==> src/io_cmd_pkg.sv <==
// Shared constants and types for the safe-value command handler.
// Assumes a byte-wide character stream from a UART outside this block.
package io_cmd_pkg;

    // ****************************************************************
    // Characters
    // ****************************************************************
    localparam logic [7:0] CH_TILDE = 8'h7E;
    localparam logic [7:0] CH_BANG  = 8'h21;
    localparam logic [7:0] CH_QUERY = 8'h3F;
    localparam logic [7:0] CH_CR    = 8'h0D;
    localparam logic [7:0] CH_4     = 8'h34;
    localparam logic [7:0] CH_5     = 8'h35;
    localparam logic [7:0] CH_D     = 8'h44;

    // ****************************************************************
    // Limits, layout and reset values
    // ****************************************************************
    localparam int         MAX_CMD_LEN    = 8;
    localparam int         AO_CHANNELS    = 2;
    localparam int         MAX_DATA_LEN   = 8;
    localparam int         POL_IN_BIT     = 0;
    localparam int         POL_OUT_BIT    = 1;
    localparam logic [7:0] POL_USED_MASK  = 8'h03;
    localparam logic [7:0] POL_RESET      = 8'h00;
    localparam logic [7:0] MASK_RESET     = 8'h00;

    // Character with valid flag
    typedef struct packed {
        logic       valid;
        logic [7:0] data;
    } char_t;

    // Analog output data string, left aligned, with its length
    typedef struct packed {
        logic [MAX_DATA_LEN*8-1:0] text;
        logic [3:0]                len;
    } ao_text_t;

endpackage

==> src/hex_char.sv <==
// ASCII hex helpers: parse one character, format one nibble.
// Assumes plain combinational use on the same clock as the caller.
`timescale 1ns/1ns
module hex_char (
    input  wire logic [7:0] char_in,
    input  wire logic [3:0] nib_in,
    output logic            is_hex,
    output logic [3:0]      nib_out,
    output logic [7:0]      char_out
);
    import io_cmd_pkg::*;

    // Parse upper or lower case hex digit
    always_comb begin
        is_hex  = 1'b1;
        nib_out = 4'h0;
        if (char_in >= 8'h30 && char_in <= 8'h39) begin
            nib_out = char_in[3:0];
        end else if ((char_in >= 8'h41 && char_in <= 8'h46) ||
                     (char_in >= 8'h61 && char_in <= 8'h66)) begin
            nib_out = char_in[3:0] + 4'h9;
        end else begin
            is_hex = 1'b0;
        end
    end

    // Format nibble as upper case hex
    always_comb begin
        if (nib_in < 4'hA) begin
            char_out = {4'h3, nib_in};
        end else begin
            char_out = 8'h37 + {4'h0, nib_in};
        end
    end
endmodule

==> src/io_safe_value_command_handler.sv <==
// Command interpreter for safe values, output defaults and polarity.
// Assumes a UART byte stream in and out, checksum already checked.
`timescale 1ns/1ns
module io_safe_value_command_handler #(
    parameter int DO_CHANNELS = 8,
    parameter int DI_CHANNELS = 8
) (
    input  wire logic                               ref_clk,
    input  wire logic                               reset_n,
    input  wire logic [7:0]                         module_address,
    input  wire io_cmd_pkg::char_t                  rx_char,
    input  wire logic                               rx_error,
    input  wire logic                               tx_ready,
    output io_cmd_pkg::char_t                       tx_char,
    input  wire io_cmd_pkg::ao_text_t [1:0]         ao_present,
    output io_cmd_pkg::ao_text_t [1:0]              ao_safe,
    input  wire logic [DO_CHANNELS-1:0]             alarm_assign,
    output logic [DO_CHANNELS-1:0]                  poweron_mask,
    output logic [DO_CHANNELS-1:0]                  safe_mask,
    output logic [7:0]                              misc_settings,
    input  wire logic [DI_CHANNELS-1:0]             di_pins,
    output logic [DI_CHANNELS-1:0]                  di_logical,
    input  wire logic [DO_CHANNELS-1:0]             do_logical,
    output logic [DO_CHANNELS-1:0]                  do_drive
);
    import io_cmd_pkg::*;

    // ****************************************************************
    // Receive buffer
    // ****************************************************************
    typedef enum {RX_IDLE, RX_BODY, RX_DROP} rx_state_t;
    typedef enum {TX_IDLE, TX_SEND} tx_state_t;

    rx_state_t        rx_state;
    tx_state_t        tx_state;
    logic [7:0]       buf_mem [MAX_CMD_LEN];
    logic [3:0]       buf_len;
    logic             frame_done;
    logic [7:0]       reply_mem [MAX_DATA_LEN+4];
    logic [3:0]       reply_len;
    logic [3:0]       reply_idx;
    logic [DI_CHANNELS-1:0] di_meta;
    logic [DI_CHANNELS-1:0] di_sync;

    // Hex parse of buffered characters, format of nibbles
    logic [3:0] nib [MAX_CMD_LEN];
    logic       hexok [MAX_CMD_LEN];
    logic [3:0] fmt_in [4];
    logic [7:0] fmt_out [4];

    genvar g;
    generate
        for (g = 0; g < MAX_CMD_LEN; g++) begin : g_parse
            hex_char u_parse (
                .char_in  (buf_mem[g]),
                .nib_in   (g < 4 ? fmt_in[g % 4] : 4'h0),
                .is_hex   (hexok[g]),
                .nib_out  (nib[g]),
                .char_out ()
            );
        end
        for (g = 0; g < 4; g++) begin : g_fmt
            hex_char u_fmt (
                .char_in  (8'h00),
                .nib_in   (fmt_in[g]),
                .is_hex   (),
                .nib_out  (),
                .char_out (fmt_out[g])
            );
        end
    endgenerate

    // Collect bytes between tilde and CR; errors and overflow drop frame
    always_ff @(posedge ref_clk or negedge reset_n) begin
        if (!reset_n) begin
            rx_state   <= RX_IDLE;
            buf_len    <= 4'h0;
            frame_done <= 1'b0;
        end else begin
            frame_done <= 1'b0;
            if (rx_char.valid) begin
                if (rx_char.data == CH_TILDE) begin
                    rx_state <= RX_BODY;
                    buf_len  <= 4'h0;
                end else if (rx_error) begin
                    rx_state <= RX_DROP;
                end else if (rx_state == RX_BODY) begin
                    if (rx_char.data == CH_CR) begin
                        frame_done <= 1'b1;
                        rx_state   <= RX_IDLE;
                    end else if (buf_len == 4'(MAX_CMD_LEN)) begin
                        rx_state <= RX_DROP;
                    end else begin
                        buf_mem[buf_len[2:0]] <= rx_char.data;
                        buf_len <= buf_len + 4'h1;
                    end
                end else begin
                    rx_state <= RX_IDLE;
                end
            end
        end
    end

    // ****************************************************************
    // Decode
    // ****************************************************************
    logic       addr_ok;
    logic       syntax_ok;
    logic       success;
    logic [7:0] vv_reg;
    logic       ch_legal;
    logic       ch_idx;
    logic       do_store;
    logic       do_masks;
    logic       do_pol_wr;

    // Classify a completed frame
    always_comb begin
        addr_ok   = hexok[0] && hexok[1] && {nib[0], nib[1]} == module_address;
        syntax_ok = 1'b0;
        success   = 1'b0;
        do_store  = 1'b0;
        do_masks  = 1'b0;
        do_pol_wr = 1'b0;
        ch_legal  = hexok[3] && nib[3] < 4'(AO_CHANNELS);
        ch_idx    = nib[3][0];
        vv_reg    = {nib[3], nib[4]};
        fmt_in[0] = 4'h0;
        fmt_in[1] = 4'h0;
        fmt_in[2] = 4'h0;
        fmt_in[3] = 4'h0;
        case (buf_len)
            4'h3: begin
                syntax_ok = buf_mem[2] == CH_4 || buf_mem[2] == CH_D;
                success   = syntax_ok;
                fmt_in[0] = buf_mem[2] == CH_4 ? poweron_mask[7:4] : misc_settings[7:4];
                fmt_in[1] = buf_mem[2] == CH_4 ? poweron_mask[3:0] : misc_settings[3:0];
                fmt_in[2] = safe_mask[7:4];
                fmt_in[3] = safe_mask[3:0];
            end
            4'h4: begin
                syntax_ok = (buf_mem[2] == CH_4 || buf_mem[2] == CH_5) && hexok[3];
                success   = syntax_ok && ch_legal;
                do_store  = success && buf_mem[2] == CH_5;
            end
            4'h5: begin
                syntax_ok = buf_mem[2] == CH_D && hexok[3] && hexok[4];
                success   = syntax_ok;
                do_pol_wr = success;
            end
            4'h7: begin
                syntax_ok = buf_mem[2] == CH_5 && hexok[3] && hexok[4] &&
                            hexok[5] && hexok[6];
                success   = syntax_ok;
                do_masks  = success;
            end
            default: begin
                syntax_ok = 1'b0;
            end
        endcase
    end

    // ****************************************************************
    // Stored settings
    // ****************************************************************
    // Analog safe values snapshot the present output text
    always_ff @(posedge ref_clk or negedge reset_n) begin
        if (!reset_n) begin
            ao_safe <= '0;
        end else if (frame_done && addr_ok && do_store) begin
            ao_safe[ch_idx] <= ao_present[ch_idx];
        end
    end

    // Output masks; alarm channels keep their old bits
    always_ff @(posedge ref_clk or negedge reset_n) begin
        if (!reset_n) begin
            poweron_mask <= DO_CHANNELS'(MASK_RESET);
            safe_mask    <= DO_CHANNELS'(MASK_RESET);
        end else if (frame_done && addr_ok && do_masks) begin
            poweron_mask <= (poweron_mask & alarm_assign) |
                            (DO_CHANNELS'({nib[3], nib[4]}) & ~alarm_assign);
            safe_mask    <= (safe_mask & alarm_assign) |
                            (DO_CHANNELS'({nib[5], nib[6]}) & ~alarm_assign);
        end
    end

    // Polarity setting, reserved bits forced to zero
    always_ff @(posedge ref_clk or negedge reset_n) begin
        if (!reset_n) begin
            misc_settings <= POL_RESET;
        end else if (frame_done && addr_ok && do_pol_wr) begin
            misc_settings <= vv_reg & POL_USED_MASK;
        end
    end

    // Pin input synchroniser
    always_ff @(posedge ref_clk or negedge reset_n) begin
        if (!reset_n) begin
            di_meta <= '0;
            di_sync <= '0;
        end else begin
            di_meta <= di_pins;
            di_sync <= di_meta;
        end
    end

    // Apply input and output sense
    always_ff @(posedge ref_clk or negedge reset_n) begin
        if (!reset_n) begin
            di_logical <= '0;
            do_drive   <= '0;
        end else begin
            di_logical <= di_sync ^ {DI_CHANNELS{misc_settings[POL_IN_BIT]}};
            do_drive   <= do_logical ^ {DO_CHANNELS{misc_settings[POL_OUT_BIT]}};
        end
    end

    // ****************************************************************
    // Reply
    // ****************************************************************
    // Build reply on frame end, then stream it out
    always_ff @(posedge ref_clk or negedge reset_n) begin
        if (!reset_n) begin
            tx_state  <= TX_IDLE;
            reply_len <= 4'h0;
            reply_idx <= 4'h0;
        end else begin
            case (tx_state)
                TX_IDLE: begin
                    if (frame_done && addr_ok && syntax_ok) begin
                        reply_mem[0] <= success ? CH_BANG : CH_QUERY;
                        reply_mem[1] <= buf_mem[0];
                        reply_mem[2] <= buf_mem[1];
                        reply_idx    <= 4'h0;
                        reply_len    <= 4'h4;
                        reply_mem[3] <= CH_CR;
                        tx_state     <= TX_SEND;
                        if (success && buf_len == 4'h3) begin
                            reply_mem[3] <= fmt_out[0];
                            reply_mem[4] <= fmt_out[1];
                            if (buf_mem[2] == CH_4) begin
                                reply_mem[5] <= fmt_out[2];
                                reply_mem[6] <= fmt_out[3];
                                reply_mem[7] <= CH_CR;
                                reply_len    <= 4'h8;
                            end else begin
                                reply_mem[5] <= CH_CR;
                                reply_len    <= 4'h6;
                            end
                        end else if (success && buf_len == 4'h4 && buf_mem[2] == CH_4) begin
                            for (int i = 0; i < MAX_DATA_LEN; i++) begin
                                reply_mem[3+i] <= 4'(i) < ao_safe[ch_idx].len ?
                                    ao_safe[ch_idx].text[(MAX_DATA_LEN-1-i)*8 +: 8] :
                                    CH_CR;
                            end
                            reply_mem[MAX_DATA_LEN+3] <= CH_CR;
                            reply_len <= ao_safe[ch_idx].len + 4'h4;
                        end
                    end
                end
                TX_SEND: begin
                    if (tx_ready) begin
                        reply_idx <= reply_idx + 4'h1;
                        if (reply_idx + 4'h1 == reply_len) begin
                            tx_state <= TX_IDLE;
                        end
                    end
                end
                default: tx_state <= TX_IDLE;
            endcase
        end
    end

    // Present current reply byte
    always_comb begin
        tx_char.valid = tx_state == TX_SEND;
        tx_char.data  = tx_state == TX_SEND ? reply_mem[reply_idx] : 8'h00;
    end
endmodule

==> config.mk <==
export PLATFORM = sky130hd
export DESIGN_NAME = io_safe_value_command_handler
export DESIGN_NICKNAME = d
export VERILOG_FILES = /design/src/io_cmd_pkg.sv /design/src/hex_char.sv /design/src/io_safe_value_command_handler.sv
export SDC_FILE = /design/constraint.sdc
export NUM_CORES = 1
export LEC_CHECK = 0
export BUFFER_PORTS_ARGS = -buffer_cell sky130_fd_sc_hd__clkbuf_2
export CAP_MARGIN = 0
export CORE_MARGIN = 2
export CORE_UTILIZATION = 56
export CTS_BUF_LIST = sky130_fd_sc_hd__clkbuf_4 sky130_fd_sc_hd__clkbuf_8
export CTS_CLUSTER_SIZE = 25
export DETAILED_ROUTE_END_ITERATION = 10
export PLACE_DENSITY = 0.86
export SLEW_MARGIN = 20
export SYNTH_ARGS = -nofsm -noshare
export SYNTH_HDL_FRONTEND = slang
export SYNTH_SLANG_ARGS = --single-unit
==> constraint.sdc <==
create_clock -name ref_clk -period 5.1 [get_ports ref_clk]
set_input_delay 1.02 -clock ref_clk [delete_from_list [all_inputs] [get_ports ref_clk]]
set_output_delay 1.02 -clock ref_clk [all_outputs]
set_load 0.01 [all_outputs]
Yosys cells after proc, flatten, opt, wreduce, memory -nomap -nowiden. Memories as Yosys holds them, arrays and structs flattened. Cells that the tools add are included.

Add/sub/neg operators: 13. $lt $le $gt $ge: 51. Eq/ne operators: 22. Muxes and demuxes: 114. Bitwise gates (word level): 16. Reductions and logical operators: 61.

Operator list (count): $mux 68 (5); $mux 32 (8); $mux 8 (18); $bwmux 136 (1); $ge 8x7->1 const B (12); $le 8x7->1 const B (12); $mux 4 (24); $demux 68 s1 (1); $eq 32x2->1 const B (2); $pmux 32 s2 (1); $mux 1 (49); $ge 8x6->1 const B (6); $le 8x6->1 const B (6); $logic_and 1x1->1 (45); $and 8x8->8 (4); $eq 32x1->1 const B (1); $logic_not 32->1 (1); $add 6x4->7 const A (4); $add 4x4->4 const B (6); $eq 8x6->1 const B (2); $eq 8x7->1 const B (2); $lt 3x4->1 const A (4); $lt 4x4->1 const B (4); $mux 16 (1); 29 further kinds (58).

Register bits after elaboration: 263. Memory bits (writable): 160. Input port bits: 181. Output and inout bits: 185. Logic and storage cells: 296. Memories kept: 2.

Memory list: reply_mem (depth 12, bits a word 8, rd ports 1, clocked after memory_dff 0, write ports 12, RTL line io_safe_value_command_handler.sv:39) `logic [7:0] reply_mem [MAX_DATA_LEN+4];`; buf_mem (depth 8, bits a word 8, rd ports 7, clocked after memory_dff 0, write ports 1, RTL line io_safe_value_command_handler.sv:36) `logic [7:0] buf_mem [MAX_CMD_LEN];`.

Logic depth before layout (Yosys ltp). An unclocked memory read counts as a cell.

Depth after elaboration: 20. Gate-level depth with buffers: 15. Gate-level depth less buffers: 12.

Modules after synthesis. A second synthesis with hierarchy kept.

Cells, all modules: 1470. Area total of the unflattened synthesis: 18032.3 µm².

By module, submodules not included: io_safe_value_command_handler (times used 1, cells each 1050, area an instance 15092.0 µm²); hex_char (times used 10, cells each 42, area an instance 294.0 µm²).

Worst setup path before layout. Ideal clock, no wire load.

Path type: register to register. Start: memory buf_mem[6][0]. End: memory reply_mem[6][0], enable pin. Setup time: 0.413 ns. Arrival: 4.116 ns. Required time: 4.687 ns. Path slack: 0.571 ns. Cell stages (with the launch flop): 10. Buffers on the path: 0. Clock period less this slack: 4.529 ns. Path through: edfxtp_1 inv_1 ha_1 o21bai_1 a2111o_1 a221o_2 a22oi_2 o211ai_2 nor4_4 nor3b_1.

RTL lines (RTL line): start: declaration (io_safe_value_command_handler.sv:36); end: declaration (io_safe_value_command_handler.sv:39).

==> impl_metrics.ini <==
[die]
die_area_um2 = 29300
coreArea_um2 = 27600
die_height_um = 171
start_util_pct = 56.7
top_level_ports = 366
row_count = 61
die_w_um = 171

[synthesis]
synthFlopType = dfrtp_1
yosysWarnings = 0
ys_types = 87
ys_seq_area_share_pct = 58.5
synth_area_leaders = dfrtp_1, edfxtp_1, mux2_2, nand2_1, ha_1
synth_cells = 1231
synth.avg_cell_area_um2 = 12.7
yosysMostFrequentCell = dfrtp_1
synth_common_cells = dfrtp_1, nand2_1, mux2_2
async_flop_share_pct = 59.6
synth_edf_count = 137
synth_top_area_share_pct = 32.3
synth_area_um2 = 15700
ys_seq_elements = 339
synth_top_area_cell = dfrtp_1

[timing]
tightest_slew_ps = 1170
rsz0062_at_grt = no
post-route-period-util_pct = 79.7
max_slew_margin_pct = 21.2
clock-skew-final_ps = 53.7
final_max_slew_viol_count = 0
fmax_mhz = 246
finalHoldViolations = 0
tns_ps = 0
period_minus_slack_ps = 4060
setup_viol = 0
fin_hold_ws_ps = 346

[clock_network]
max-clock-path-buffers = 3
ctsHoldBuffers = 0
cts.clk_slew.worst_paths_ps = 70
htree_levels = 2
cts_resized = 0
clk_latency_ps = 600
cts.sinks = 339
cts_tree = done
cts_root_buffer = clkbuf_8
cts_setup_buffers = 0
cts_made_buffers = 55

[drt]
wl_per_cell_um = 21.2
ant_nets = 0
via_per_inst = 5.85
drt-initial-drc-count = 994
finalWirelength_mm = 43.2
drc = 0
drtPass1Iterations = 5
vias = 11907

[global_route]
grt_pass1_wl_mm = 64.6
antenna_found_initial = 2
grt_usage_pct = 28.7
first_global_vias = 11745
grt_overflow = 0
grt_max_degree = 91

[hold_path]
min_path_type = register to register

[cells_and_area]
fin_nets = 1817
syn_to_final_growth_pct = 22.2
design_area_um2 = 19100
fill_cells = 1956
drive_above_1_share_pct = 41.1
finalNonFillerCells = 2034

[placed_design]
gp_congestion = 0.900
dpl.hpwl_mm = 31.4
dp_cells = 1929
placed_cell_area_um2 = 17900
port_buffers = 359

[power_and_ir_drop]
ir_worst_vdd_mv = 0.312
power_density_nw_per_um2 = 295
p_leak_nw = 8.74

[status]
outcome = completed

[setup_path]
critical_path.max_fanout = 26
crit_type = register to output port
cp.required_ps = 4080
arrival_ps = 3040
endpoint_kind = output port
crit_path_start_kind = register

[job]
maxCapViolCount = 0
==> cell families (layout without fill, tap and decap cells) <==
| group | after synthesis | after routing | share of synthesized area (%) |
|---|---|---|---|
| XOR/XNOR | 31 | 31 | 1.73 |
| AND/OR/NAND/NOR | 325 | 325 | 10.8 |
| buffers and inverters | 99 | 518 | 2.69 |
| multiplexers | 199 | 199 | 14.9 |
| other | 1 | 7 | 0.0239 |
| AO/OA/AOI/OAI | 209 | 209 | 9.05 |
| adder cells (fa/ha/maj) | 28 | 28 | 2.24 |
| flip-flops | 339 | 339 | 58.5 |
==> per-stage QoR <==
step                      total power, mW  util, %  setup WS, ps
final                                5.65     69.3          1040
after detailed placement             3.05     64.6          1250
after CTS                            5.67     69.3          1040
after global routing                 5.79     69.3           878
after floorplan                      2.92        -           571
after global placement               3.05     64.6          1420
==> layer usage <==
metal / up-vias / track usage [%] / part of all wire, %
li1: 5288 / - / -
met2: 659 / 48.5 / 50
met5: - / 0 / 0
met4: 0 / 10.4 / 2.9
met1: 5860 / 37.0 / 38
met3: 100 / 5.84 / 8.8
==> registers in the layout, summed over array words and instances, names as in the netlist, 4 cells and up, named ones only <==
signal / count
ao_safe: 136
buf_len: 4
buf_mem: 56
di_logical: 8
di_meta: 8
di_sync: 8
do_drive: 8
reply_idx: 4
reply_len: 4
reply_mem: 81
==> power by group <==
group	switching [mW]	internal (mW)	total, mW
Sequential	0.00518	2.84	2.85
Combinational	0.0840	0.0613	0.145
Clock	1.09	1.56	2.65
Total	1.18	4.47	5.65
==> cells in the final DEF (no fill, tap or decap), drive strengths merged, types with 24 or more instances in the layout <==
cell,n
a21oi,58
inv,41
nand3,27
mux2,161
clkbuf,456
o21ai,43
mux2i,30
dfrtp,202
nand2,150
ha,28
edfxtp,137
nor2,47
xor2,24
==> worst max-delay path, stage by stage, from the launching register on <==
cell and delay [ps]:
dfrtp_1 870, buf_4 350, mux4_2 570, a211oi_1 360, a211oi_1 100, clkbuf_2 180
==> path summary, 6_finish.rpt <==
| path | slack [ps] | endpoint | cells past startpoint | startpoint |
|---|---|---|---|---|
| hold reg to reg | 350 | di_sync[7] | 0 | di_meta[7] |
| setup / recovery | 1040 | tx_char[5] | 5 | reply_idx[0] |
| min in group asynchronous | 440 | ao_safe[95] | 1 | reset_n |
| setup reg to reg | 1080 | reply_mem[7][3] | 12 | buf_len[1] |
| max in group asynchronous | 3090 | ao_safe[97] | 2 | reset_n |
| hold / removal | 350 | di_sync[7] | 0 | di_meta[7] |
==> area by class of cell <==
| cell class | count | area, um^2 | area share, % |
|---|---|---|---|
| flip-flops and latches | 339 | 9170 | 47.9 |
| multi-input cells | 798 | 6150 | 32.1 |
| repair buffers | 374 | 1920 | 10.0 |
| clock buffers | 97 | 1190 | 6.22 |
| well taps | 378 | 473 | 2.47 |
| inverters | 40 | 150 | 0.784 |
| clock inverters | 7 | 93.8 | 0.490 |
| diodes | 1 | 2.50 | 0.0131 |
Power figures use the tool's default switching activity.
